<file path="src/mjpeg_framer_pkg.sv">
package mjpeg_framer_pkg;

    localparam int BYTE_W = 8;
    localparam int WORD_W = 16;
    localparam int CNT_W  = 16;
    localparam int HDR_W  = 96;

    // APB register byte offsets
    localparam logic [7:0] CTRL_OFS   = 8'h00;
    localparam logic [7:0] FRAMES_OFS = 8'h04;
    localparam logic [7:0] SEGLEN_OFS = 8'h08;
    localparam logic [7:0] STATUS_OFS = 8'h0c;

    // Control and status register field positions
    localparam int CTRL_START   = 0;
    localparam int CTRL_HEN     = 1;
    localparam int CTRL_ABS     = 2;
    localparam int CTRL_AMT_LO  = 4;
    localparam int CTRL_POS_LO  = 6;
    localparam int STAT_BUSY    = 0;
    localparam int STAT_ERR     = 1;
    localparam int STAT_CNT_LO  = 16;

    // Descriptor field positions
    localparam int DESC_POS_LO = 30;
    localparam int DESC_AMT_LO = 28;
    localparam int DESC_HEN    = 27;
    localparam int DESC_RSV_W  = 27;

    // Field codes
    localparam logic [1:0] POS_MIDDLE = 2'h0;
    localparam logic [1:0] POS_FIRST  = 2'h1;
    localparam logic [1:0] POS_LAST   = 2'h2;
    localparam logic [1:0] AMT_SEG    = 2'h0;
    localparam logic [1:0] AMT_ONE    = 2'h1;
    localparam logic [1:0] AMT_MULTI  = 2'h2;
    localparam logic [1:0] CODE_RSV   = 2'h3;

    localparam logic [7:0] FILLER_BYTE = 8'h00;
    localparam logic [2:0] DESC_WORDS  = 3'h2;
    localparam logic [2:0] HDR_WORDS   = 3'h6;

    // Reset values
    localparam logic [CNT_W-1:0] FRAMES_RST = 16'h0002;
    localparam logic [CNT_W-1:0] SEGLEN_RST = 16'h0100;

    typedef enum logic [2:0] {
        ST_IDLE = 3'b000,
        ST_DESC = 3'b001,
        ST_HDR  = 3'b011,
        ST_DATA = 3'b010
    } framer_state_t;

endpackage : mjpeg_framer_pkg

</file>
<file path="src/word_skid_buffer.sv">
`timescale 1ns/100ps
`default_nettype none
module word_skid_buffer #(
    parameter int WIDTH = 17
) (
    input  wire logic             clk_in,
    input  wire logic             arst_n_in,
    input  wire logic             in_valid_in,
    input  wire logic [WIDTH-1:0] in_data_in,
    output var  logic             in_ready_out,
    output var  logic             out_valid_out,
    output var  logic [WIDTH-1:0] out_data_out,
    input  wire logic             out_ready_in
);
    logic             skid_valid;
    logic [WIDTH-1:0] skid_data;
    logic             next_out_valid;
    logic [WIDTH-1:0] next_out_data;
    logic             next_skid_valid;
    logic [WIDTH-1:0] next_skid_data;
    logic             take;

    // Two entries: output register plus one skid slot, so ready stays a flop
    always_comb begin
        take            = in_valid_in && in_ready_out;
        next_out_valid  = out_valid_out;
        next_out_data   = out_data_out;
        next_skid_valid = skid_valid;
        next_skid_data  = skid_data;
        if (out_ready_in || !out_valid_out) begin
            if (skid_valid) begin
                next_out_valid  = 1'b1;
                next_out_data   = skid_data;
                next_skid_valid = take;
                next_skid_data  = in_data_in;
            end else begin
                next_out_valid = take;
                next_out_data  = in_data_in;
            end
        end else if (take) begin
            next_skid_valid = 1'b1;
            next_skid_data  = in_data_in;
        end
    end

    always_ff @(posedge clk_in or negedge arst_n_in) begin
        if (!arst_n_in) begin
            out_valid_out <= 1'b0;
            out_data_out  <= '0;
            skid_valid    <= 1'b0;
            skid_data     <= '0;
            in_ready_out  <= 1'b0;
        end else begin
            out_valid_out <= next_out_valid;
            out_data_out  <= next_out_data;
            skid_valid    <= next_skid_valid;
            skid_data     <= next_skid_data;
            in_ready_out  <= !next_skid_valid;
        end
    end
endmodule // word_skid_buffer
`default_nettype wire

</file>
<file path="src/mjpeg_video_packet_framer.sv">
`timescale 1ns/100ps
`default_nettype none
module mjpeg_video_packet_framer (
    input  wire logic                                      clk_in,
    input  wire logic                                      arst_n_in,
    input  wire logic                                      psel_in,
    input  wire logic                                      penable_in,
    input  wire logic                                      pwrite_in,
    input  wire logic [7:0]                                paddr_in,
    input  wire logic [31:0]                               pwdata_in,
    output var  logic [31:0]                               prdata_out,
    output var  logic                                      pready_out,
    output var  logic                                      pslverr_out,
    input  wire logic                                      src_valid_in,
    input  wire logic [mjpeg_framer_pkg::BYTE_W-1:0]       src_data_in,
    input  wire logic                                      src_last_in,
    input  wire logic [63:0]                               src_time_in,
    input  wire logic [31:0]                               src_len_in,
    output var  logic                                      src_ready_out,
    output var  logic                                      pkt_valid_out,
    output var  logic [mjpeg_framer_pkg::WORD_W-1:0]       pkt_data_out,
    output var  logic                                      pkt_last_out,
    input  wire logic                                      pkt_ready_in
);
    import mjpeg_framer_pkg::*;

    // Register file
    logic             hdr_en;
    logic             abs_time;
    logic [1:0]       amount;
    logic [1:0]       position;
    logic [CNT_W-1:0] frames_cfg;
    logic [CNT_W-1:0] seg_len;
    logic             cfg_err;
    logic [15:0]      pkt_count;
    logic             next_pready;
    logic [31:0]      next_prdata;
    logic             next_pslverr;
    logic             next_hdr_en;
    logic             next_abs_time;
    logic [1:0]       next_amount;
    logic [1:0]       next_position;
    logic [CNT_W-1:0] next_frames_cfg;
    logic [CNT_W-1:0] next_seg_len;
    logic             next_cfg_err;
    logic [15:0]      next_pkt_count;
    logic             start;
    logic             bus_done;
    logic             mapped;

    // Framer state
    framer_state_t    state;
    framer_state_t    next_state;
    logic [2:0]       idx;
    logic [2:0]       next_idx;
    logic [HDR_W-1:0] hdr;
    logic [HDR_W-1:0] next_hdr;
    logic             phase;
    logic             next_phase;
    logic [7:0]       low_byte;
    logic [7:0]       next_low_byte;
    logic [CNT_W-1:0] seg_cnt;
    logic [CNT_W-1:0] next_seg_cnt;
    logic [CNT_W-1:0] frames_left;
    logic [CNT_W-1:0] next_frames_left;
    logic             word_valid;
    logic [WORD_W:0]  word;
    logic             next_word_valid;
    logic [WORD_W:0]  next_word;
    logic             next_src_ready;
    logic             buf_ready;
    logic             slot_free;
    logic             byte_take;
    logic             unit_end;
    logic             last_unit;
    logic             packet_end;
    logic [31:0]      desc;
    logic [31:0]      time_high;
    logic             cfg_bad;

    function automatic logic need_header(input logic en, input logic [1:0] amt,
                                         input logic [1:0] pos);
        need_header = en && (amt != AMT_SEG || pos == POS_FIRST);
    endfunction

    // Descriptor: reserved tail forced low, position only for segments
    always_comb begin
        desc = '0;
        desc[DESC_POS_LO +: 2] = (amount == AMT_SEG) ? position : POS_MIDDLE;
        desc[DESC_AMT_LO +: 2] = amount;
        desc[DESC_HEN]         = hdr_en;
    end

    // Reserved codes, a frame count below 2 for multi and an empty segment length are refused at start
    assign cfg_bad = (next_amount == CODE_RSV) || (next_position == CODE_RSV)
                  || (next_amount == AMT_MULTI && frames_cfg < 16'h0002)
                  || (next_amount == AMT_SEG && seg_len == '0);

    // APB slave, one wait state; writes land on the edge that sees pready
    assign bus_done = psel_in && penable_in && pready_out;
    assign mapped   = (paddr_in == CTRL_OFS) || (paddr_in == FRAMES_OFS)
                   || (paddr_in == SEGLEN_OFS) || (paddr_in == STATUS_OFS);

    always_comb begin
        next_pready     = psel_in && penable_in && !pready_out;
        next_prdata     = prdata_out;
        next_pslverr    = 1'b0;
        next_hdr_en     = hdr_en;
        next_abs_time   = abs_time;
        next_amount     = amount;
        next_position   = position;
        next_frames_cfg = frames_cfg;
        next_seg_len    = seg_len;
        next_pkt_count  = pkt_count;
        start           = 1'b0;
        if (next_pready) begin
            next_pslverr = !mapped;
            next_prdata  = '0;
            if (!pwrite_in) begin
                unique case (paddr_in)
                    CTRL_OFS: begin
                        next_prdata[CTRL_HEN]         = hdr_en;
                        next_prdata[CTRL_ABS]         = abs_time;
                        next_prdata[CTRL_AMT_LO +: 2] = amount;
                        next_prdata[CTRL_POS_LO +: 2] = position;
                    end
                    FRAMES_OFS: next_prdata[CNT_W-1:0] = frames_cfg;
                    SEGLEN_OFS: next_prdata[CNT_W-1:0] = seg_len;
                    STATUS_OFS: begin
                        next_prdata[STAT_BUSY]         = (state != ST_IDLE);
                        next_prdata[STAT_ERR]          = cfg_err;
                        next_prdata[STAT_CNT_LO +: 16] = pkt_count;
                    end
                    default: next_prdata = '0;
                endcase
            end
        end
        // Configuration is frozen while a packet is being built
        if (bus_done && pwrite_in && state == ST_IDLE) begin
            if (paddr_in == CTRL_OFS) begin
                next_hdr_en   = pwdata_in[CTRL_HEN];
                next_abs_time = pwdata_in[CTRL_ABS];
                next_amount   = pwdata_in[CTRL_AMT_LO +: 2];
                next_position = pwdata_in[CTRL_POS_LO +: 2];
                start         = pwdata_in[CTRL_START];
            end
            if (paddr_in == FRAMES_OFS) begin
                next_frames_cfg = pwdata_in[CNT_W-1:0];
            end
            if (paddr_in == SEGLEN_OFS) begin
                next_seg_len = pwdata_in[CNT_W-1:0];
            end
        end
        if (packet_end) begin
            next_pkt_count = pkt_count + 16'h0001;
        end
    end

    always_ff @(posedge clk_in or negedge arst_n_in) begin
        if (!arst_n_in) begin
            pready_out  <= 1'b0;
            prdata_out  <= '0;
            pslverr_out <= 1'b0;
            hdr_en      <= 1'b0;
            abs_time    <= 1'b0;
            amount      <= AMT_ONE;
            position    <= POS_MIDDLE;
            frames_cfg  <= FRAMES_RST;
            seg_len     <= SEGLEN_RST;
            pkt_count   <= '0;
        end else begin
            pready_out  <= next_pready;
            prdata_out  <= next_prdata;
            pslverr_out <= next_pslverr;
            hdr_en      <= next_hdr_en;
            abs_time    <= next_abs_time;
            amount      <= next_amount;
            position    <= next_position;
            frames_cfg  <= next_frames_cfg;
            seg_len     <= next_seg_len;
            pkt_count   <= next_pkt_count;
        end
    end

    // Packet sequencer
    assign slot_free = !word_valid || buf_ready;
    assign byte_take = src_valid_in && src_ready_out;
    assign unit_end  = src_last_in
                    || (amount == AMT_SEG && seg_cnt + 16'h0001 == seg_len);
    assign last_unit = (frames_left == 16'h0001);
    assign packet_end = byte_take && unit_end && last_unit;

    always_comb begin
        time_high = src_time_in[63:32];
        if (!abs_time) begin
            time_high[31:16] = 16'h0000;
        end
    end

    always_comb begin
        next_state       = state;
        next_idx         = idx;
        next_hdr         = hdr;
        next_phase       = phase;
        next_low_byte    = low_byte;
        next_seg_cnt     = seg_cnt;
        next_frames_left = frames_left;
        next_cfg_err     = cfg_err;
        next_word_valid  = word_valid && !buf_ready;
        next_word        = word;
        unique case (state)
            ST_IDLE: begin
                if (start) begin
                    next_cfg_err = cfg_bad;
                    if (!cfg_bad) begin
                        next_state       = ST_DESC;
                        next_idx         = '0;
                        next_frames_left = (next_amount == AMT_MULTI) ? frames_cfg : 16'h0001;
                    end
                end
            end
            ST_DESC: begin
                if (slot_free) begin
                    next_word_valid = 1'b1;
                    next_word       = {1'b0, desc[idx[0]*WORD_W +: WORD_W]};
                    next_idx        = idx + 3'h1;
                    if (idx + 3'h1 == DESC_WORDS) begin
                        next_idx     = '0;
                        next_phase   = 1'b0;
                        next_seg_cnt = '0;
                        next_state   = need_header(hdr_en, amount, position)
                                       ? ST_HDR : ST_DATA;
                    end
                end
            end
            ST_HDR: begin
                if (idx == '0) begin
                    // Stamp and length travel with the frame's first byte
                    if (src_valid_in) begin
                        next_hdr = {src_len_in, time_high, src_time_in[31:0]};
                        next_idx = 3'h1;
                    end
                end else if (slot_free) begin
                    next_word_valid = 1'b1;
                    next_word = {1'b0, hdr[(idx - 3'h1)*WORD_W +: WORD_W]};
                    next_idx  = idx + 3'h1;
                    if (idx == HDR_WORDS) begin
                        next_idx   = '0;
                        next_state = ST_DATA;
                    end
                end
            end
            ST_DATA: begin
                if (byte_take) begin
                    next_seg_cnt = seg_cnt + 16'h0001;
                    if (phase) begin
                        next_word_valid = 1'b1;
                        next_word       = {packet_end, src_data_in, low_byte};
                        next_phase      = 1'b0;
                    end else if (unit_end) begin
                        next_word_valid = 1'b1;
                        next_word       = {packet_end, FILLER_BYTE, src_data_in};
                    end else begin
                        next_low_byte = src_data_in;
                        next_phase    = 1'b1;
                    end
                    if (unit_end) begin
                        next_phase       = 1'b0;
                        next_seg_cnt     = '0;
                        next_frames_left = frames_left - 16'h0001;
                        if (last_unit) begin
                            next_state = ST_IDLE;
                        end else if (need_header(hdr_en, amount, position)) begin
                            next_state = ST_HDR;
                        end
                    end
                end
            end
            default: next_state = ST_IDLE;
        endcase
        // A taken byte must always find the word slot empty
        next_src_ready = (next_state == ST_DATA) && !next_word_valid;
    end

    always_ff @(posedge clk_in or negedge arst_n_in) begin
        if (!arst_n_in) begin
            state         <= ST_IDLE;
            idx           <= '0;
            hdr           <= '0;
            phase         <= 1'b0;
            low_byte      <= '0;
            seg_cnt       <= '0;
            frames_left   <= '0;
            cfg_err       <= 1'b0;
            word_valid    <= 1'b0;
            word          <= '0;
            src_ready_out <= 1'b0;
        end else begin
            state         <= next_state;
            idx           <= next_idx;
            hdr           <= next_hdr;
            phase         <= next_phase;
            low_byte      <= next_low_byte;
            seg_cnt       <= next_seg_cnt;
            frames_left   <= next_frames_left;
            cfg_err       <= next_cfg_err;
            word_valid    <= next_word_valid;
            word          <= next_word;
            src_ready_out <= next_src_ready;
        end
    end

    // Receiver stall is absorbed here and pushed back to the source
    word_skid_buffer #(
        .WIDTH (WORD_W + 1)
    ) u_out_buffer (
        .clk_in        (clk_in),
        .arst_n_in     (arst_n_in),
        .in_valid_in   (word_valid),
        .in_data_in    (word),
        .in_ready_out  (buf_ready),
        .out_valid_out (pkt_valid_out),
        .out_data_out  ({pkt_last_out, pkt_data_out}),
        .out_ready_in  (pkt_ready_in)
    );

endmodule // mjpeg_video_packet_framer
`default_nettype wire

</file>
<file path="config.mk">
export PLATFORM = sky130hd
export DESIGN_NAME = mjpeg_video_packet_framer
export DESIGN_NICKNAME = d
export VERILOG_FILES = /design/src/mjpeg_framer_pkg.sv /design/src/word_skid_buffer.sv /design/src/mjpeg_video_packet_framer.sv
export SDC_FILE = /design/constraint.sdc
export NUM_CORES = 1
export LEC_CHECK = 0
export ABC_AREA = 1
export BUFFER_PORTS_ARGS = -buffer_cell sky130_fd_sc_hd__buf_2
export CAP_MARGIN = 20
export CORE_ASPECT_RATIO = 0.9
export CORE_MARGIN = 5
export CORE_UTILIZATION = 35
export CTS_BUF_LIST = sky130_fd_sc_hd__clkbuf_4
export DETAILED_ROUTE_END_ITERATION = 12
export PLACE_DENSITY = 0.55
export SETUP_SLACK_MARGIN = 0.3
export SYNTH_ARGS = -nofsm -noshare
export SYNTH_HDL_FRONTEND = slang
export SYNTH_HIERARCHICAL = 1
export SYNTH_SLANG_ARGS = --single-unit
</file>
<file path="constraint.sdc">
create_clock -name clk_in -period 3.05 [get_ports clk_in]
set_clock_uncertainty 0.05 [all_clocks]
set_input_delay 0.1525 -clock clk_in [delete_from_list [all_inputs] [get_ports clk_in]]
set_output_delay 0.1525 -clock clk_in [all_outputs]
set_load 0.01 [all_outputs]
</file>
==> results.yml <==
outcome:
  run_status: "completed"
min_path:
  hold_class: "in2reg"
synthesis:
  synth_seq_area_share: 0.5036
  ys_types: 53
  synth_top_area_share: 0.4981
  ys_warn_count: 6
  post_synth_main_area_contributors: "sky130_fd_sc_hd__dfrtp_1 50%, sky130_fd_sc_hd__nand2_1 15%, sky130_fd_sc_hd__o21ai_0 7.2%, sky130_fd_sc_hd__inv_1 4.5%, sky130_fd_sc_hd__nand3_1 3.8%"
  synth-edff-count: 0
  area_leader_netlist: "sky130_fd_sc_hd__dfrtp_1"
  synthesis.instances: 1815
  syn_avg_cell_area_sq_um: 7.889
  net_count_after_synthesis: 1976
  syn-cell-area_sq_um: 14320
  synth-main-ff-cell: "sky130_fd_sc_hd__dfrtp_1"
  synth_async_sr_flop_share: 1.000
  yosys_register_bits: 288
critical_path:
  crit_arrival_ns: 3.19
  worstPathRequired_ns: 3.63
  setup.worst_path.end_class: "flip-flop"
  timing.critical_path.mode_cell: "sky130_fd_sc_hd__nand3_1"
  timing.critical_path.from_type: "flip-flop"
  criticalPathCategory: "reg2reg"
  crit_fanout: 20
  critPathSlowestCell: "sky130_fd_sc_hd__dfrtp_1"
  cp_cell_sequence: "ha_2 > nand3_1 > nor2_1 > buf_4 > nand3_1 > nand2_1 > nand3_1 > nand2_1 > nand3_1 > nor2_2 > nand2_2 > nand2_4 > inv_2 > o21ai_2 > nand2_2 > buf_12 > nand2_2 > o21ai_2"
  cp_slowest_stage_delay_ns: 0.40
grt:
  number_of_global_route_vias_before_repair: 13610
  grt_pass1_wl_microns: 72750
  grt.overflow.total: 0
  grt_max_degree: 83
  initial_antenna_violation_count: 2
  grt.total_usage: 0.1974
floorplanning:
  floorplan.initialDensity: 0.3531
  num_io_pins: 205
  die_w_microns: 223.2
  num_rows: 70
  dieArea_sq_um: 45060
  core_region_area_sq_um: 40550
  die-height_microns: 201.9
clock_tree:
  numCtsBuffers: 83
  clock_path_buffers: 3
  worstSkewPairLatency_ns: 0.77
  tritoncts_clock_tree: "yes"
  cts.sinks: 288
  clock-root-buffer: "sky130_fd_sc_hd__clkbuf_4"
  cts-htree-levels: 3
  clk_pin_slew_worst_paths_ns: 0.07
pwr:
  irDropWorstVdd_mv: 0.1981
  leakage_power_figure_uw: 0.009418
  power_density_nw_per_um2: 440.4
sta:
  max-slew-margin-rel: 0.3314
  final-hold-violation-count: 0
  fin_crit_ns: 2.612
  maxClockFrequency_mhz: 382.9
  finalSetupTns_ns: 0
  timing.final.ws_setup_ns: 0.4382
  worst_pin_slew_ns: 1.001
  layout_worst_path_cycle_share: 0.8563
  grt_setup_unrepaired: "false"
  report.final.slew_viol_count: 0
  finalSetupViolations: 0
placement:
  portBuffers: 188
  dp_cells: 2499
  placement.cell_area_sq_um: 15960
  detailedPlace.worstSlack_ns: 0.1605
  gp_congestion: 0.8823
  place_hpwl_microns: 30860
detailed_routing:
  avgViaCountPerCell: 4.909
  route.detailed.wl_per_inst_microns: 16.19
  drc: 0
  num_vias: 13780
  antenna_violating_nets_post_route: 0
  drt_pass1_iterations: 5
  drt-initial-drc-count: 1046
  routed_wl_microns: 45440
final_layout:
  area_growth_syn_to_layout_pct: 30.83
  post-route-util: 0.4620
  filler_cell_count: 4053
  sequential_cell_area_sq_um: 7211
  layout.nets: 2371
  combined_area_of_the_multi_input_logic_cells_sq_um: 6181
  layout-drive-gt1-share: 0.1832
  stdcell_area_sq_um: 18730
  final_cells: 2807
job:
  max_cap_violations: 0
[layout make-up]
class	instances	share of cell area
flip-flops and latches	288	0.3849
multi-input cells	1265	0.3299
repair buffers	392	0.1605
clock buffers	112	0.04488
inverters	180	0.03607
well taps	540	0.03607
clock inverters	28	0.007347
diodes	2	0.0002672
[timing repair]
action                                 CTS  global route
hold buffers                           159             3
buffers inserted                         0             4
gates resized for setup                  4            22
pin swaps                                0             3
setup endpoints to repair               19            87
endpoints found under the hold margin  509             5
gates cloned                             0             1
[sequential cells by signal (all words and copies together) (netlist names), 2 cells and up]
signal and flops:
pkt_count 16, amount 2, u_out_buffer/out_data_out 17, hdr 96, frames_left 16, low_byte 8
seg_cnt 16, word 17, u_out_buffer/skid_data 17, state 3, seg_len 16, prdata_out 32
frames_cfg 16, idx 3, position 2
[final timing paths]
kind | startpoint | endpoint | slack [ns] | depth (start not counted)
worst max-delay path | seg_cnt[1] | frames_left[14] | 0.44 | 18
worst min-delay path | paddr_in[7] | hdr_en | 0.03 | 6
worst max register to register | seg_cnt[1] | frames_left[14] | 0.44 | 18
worst min register to register | hdr[73] | hdr[73] | 0.42 | 2
max in group asynchronous | arst_n_in | pkt_count[3] | 2.00 | 4
min in group asynchronous | arst_n_in | idx[2] | 0.56 | 4
[Yosys cell counts (all sizes together), types with 4 or more instances]
cell type,n
o22ai,40
clkinv,5
inv,175
nand3,110
a32o,4
dfrtp,285
o21ai,230
a21oi,13
xnor2,4
a221oi,4
xor2,24
ha,9
a22oi,12
a22o,24
nor2,117
nor4,10
clkbuf,61
nand4,18
nor3,19
buf,21
nand2,604
o31ai,7
[worst max-delay path, delay by kind of cell, from the launching register on]
kind / cells / cell delay [ns]
buffers and inverters: 3 / 0.40
AOI/OAI and AO/OA: 2 / 0.24
adders and majority gates: 1 / 0.22
DFF: 1 / 0.40
and+or+nand+nor: 12 / 1.17
[metal layers]
metal | vias to the layer above | global-route usage | share of wire
li1 | 6745 | - | -
met1 | 6514 | 0.2863 | 0.47
met2 | 430 | 0.2986 | 0.44
met3 | 90 | 0.03747 | 0.059
met4 | 0 | 0.06432 | 0.026
met5 | - | 0 | 0
[power by group]
part           leakage (uW)  internal, uW  switching (uW)
registers           0.00383          3880            58.8
clock network      0.000586          1780            1700
logic               0.00501           360             464
total               0.00942          6020            2230
[layout by cell type, fill, tap and decap left out, types with 11 or more instances in the layout]
cell                              n
sky130_fd_sc_hd__inv_1          169
sky130_fd_sc_hd__buf_4           34
sky130_fd_sc_hd__nand4_1         18
sky130_fd_sc_hd__nand3_1        107
sky130_fd_sc_hd__a21oi_1         11
sky130_fd_sc_hd__xor2_1          24
sky130_fd_sc_hd__clkinv_1        26
sky130_fd_sc_hd__nand2_2         16
sky130_fd_sc_hd__nand2_1        584
sky130_fd_sc_hd__o21ai_1         15
sky130_fd_sc_hd__clkbuf_4       112
sky130_fd_sc_hd__nor3_1          16
sky130_fd_sc_hd__o21ai_0        206
sky130_fd_sc_hd__buf_2          187
sky130_fd_sc_hd__dfrtp_1        285
sky130_fd_sc_hd__a22oi_1         12
sky130_fd_sc_hd__dlygate4sd3_1  160
sky130_fd_sc_hd__nor2_1         107
sky130_fd_sc_hd__o22ai_1         40
sky130_fd_sc_hd__a22o_1          24
[metrics by stage]
stage                     total power [uW]  hold WS (ns)
after floorplan                       4342       -0.1931
after global placement                4676       0.09357
after detailed placement              4683       0.09569
after CTS                             8367     0.0006212
after global routing                  8689       0.01583
final                                 8249       0.03209
[cell families (layout without fill, tap and decap cells)]
| kind of cell | Yosys count | count (layout) | synth area share |
|---|---|---|---|
| adders and majority gates | 9 | 9 | 0.007865 |
| buffers and inverters | 262 | 712 | 0.07244 |
| other | 1 | 3 | 0.0002619 |
| and+or+nand+nor | 884 | 884 | 0.2567 |
| DFF | 288 | 288 | 0.5036 |
| xor gates and xnor gates | 29 | 29 | 0.01870 |
| AOI/OAI and AO/OA | 342 | 342 | 0.1404 |
Power figures use the tool's default switching activity.
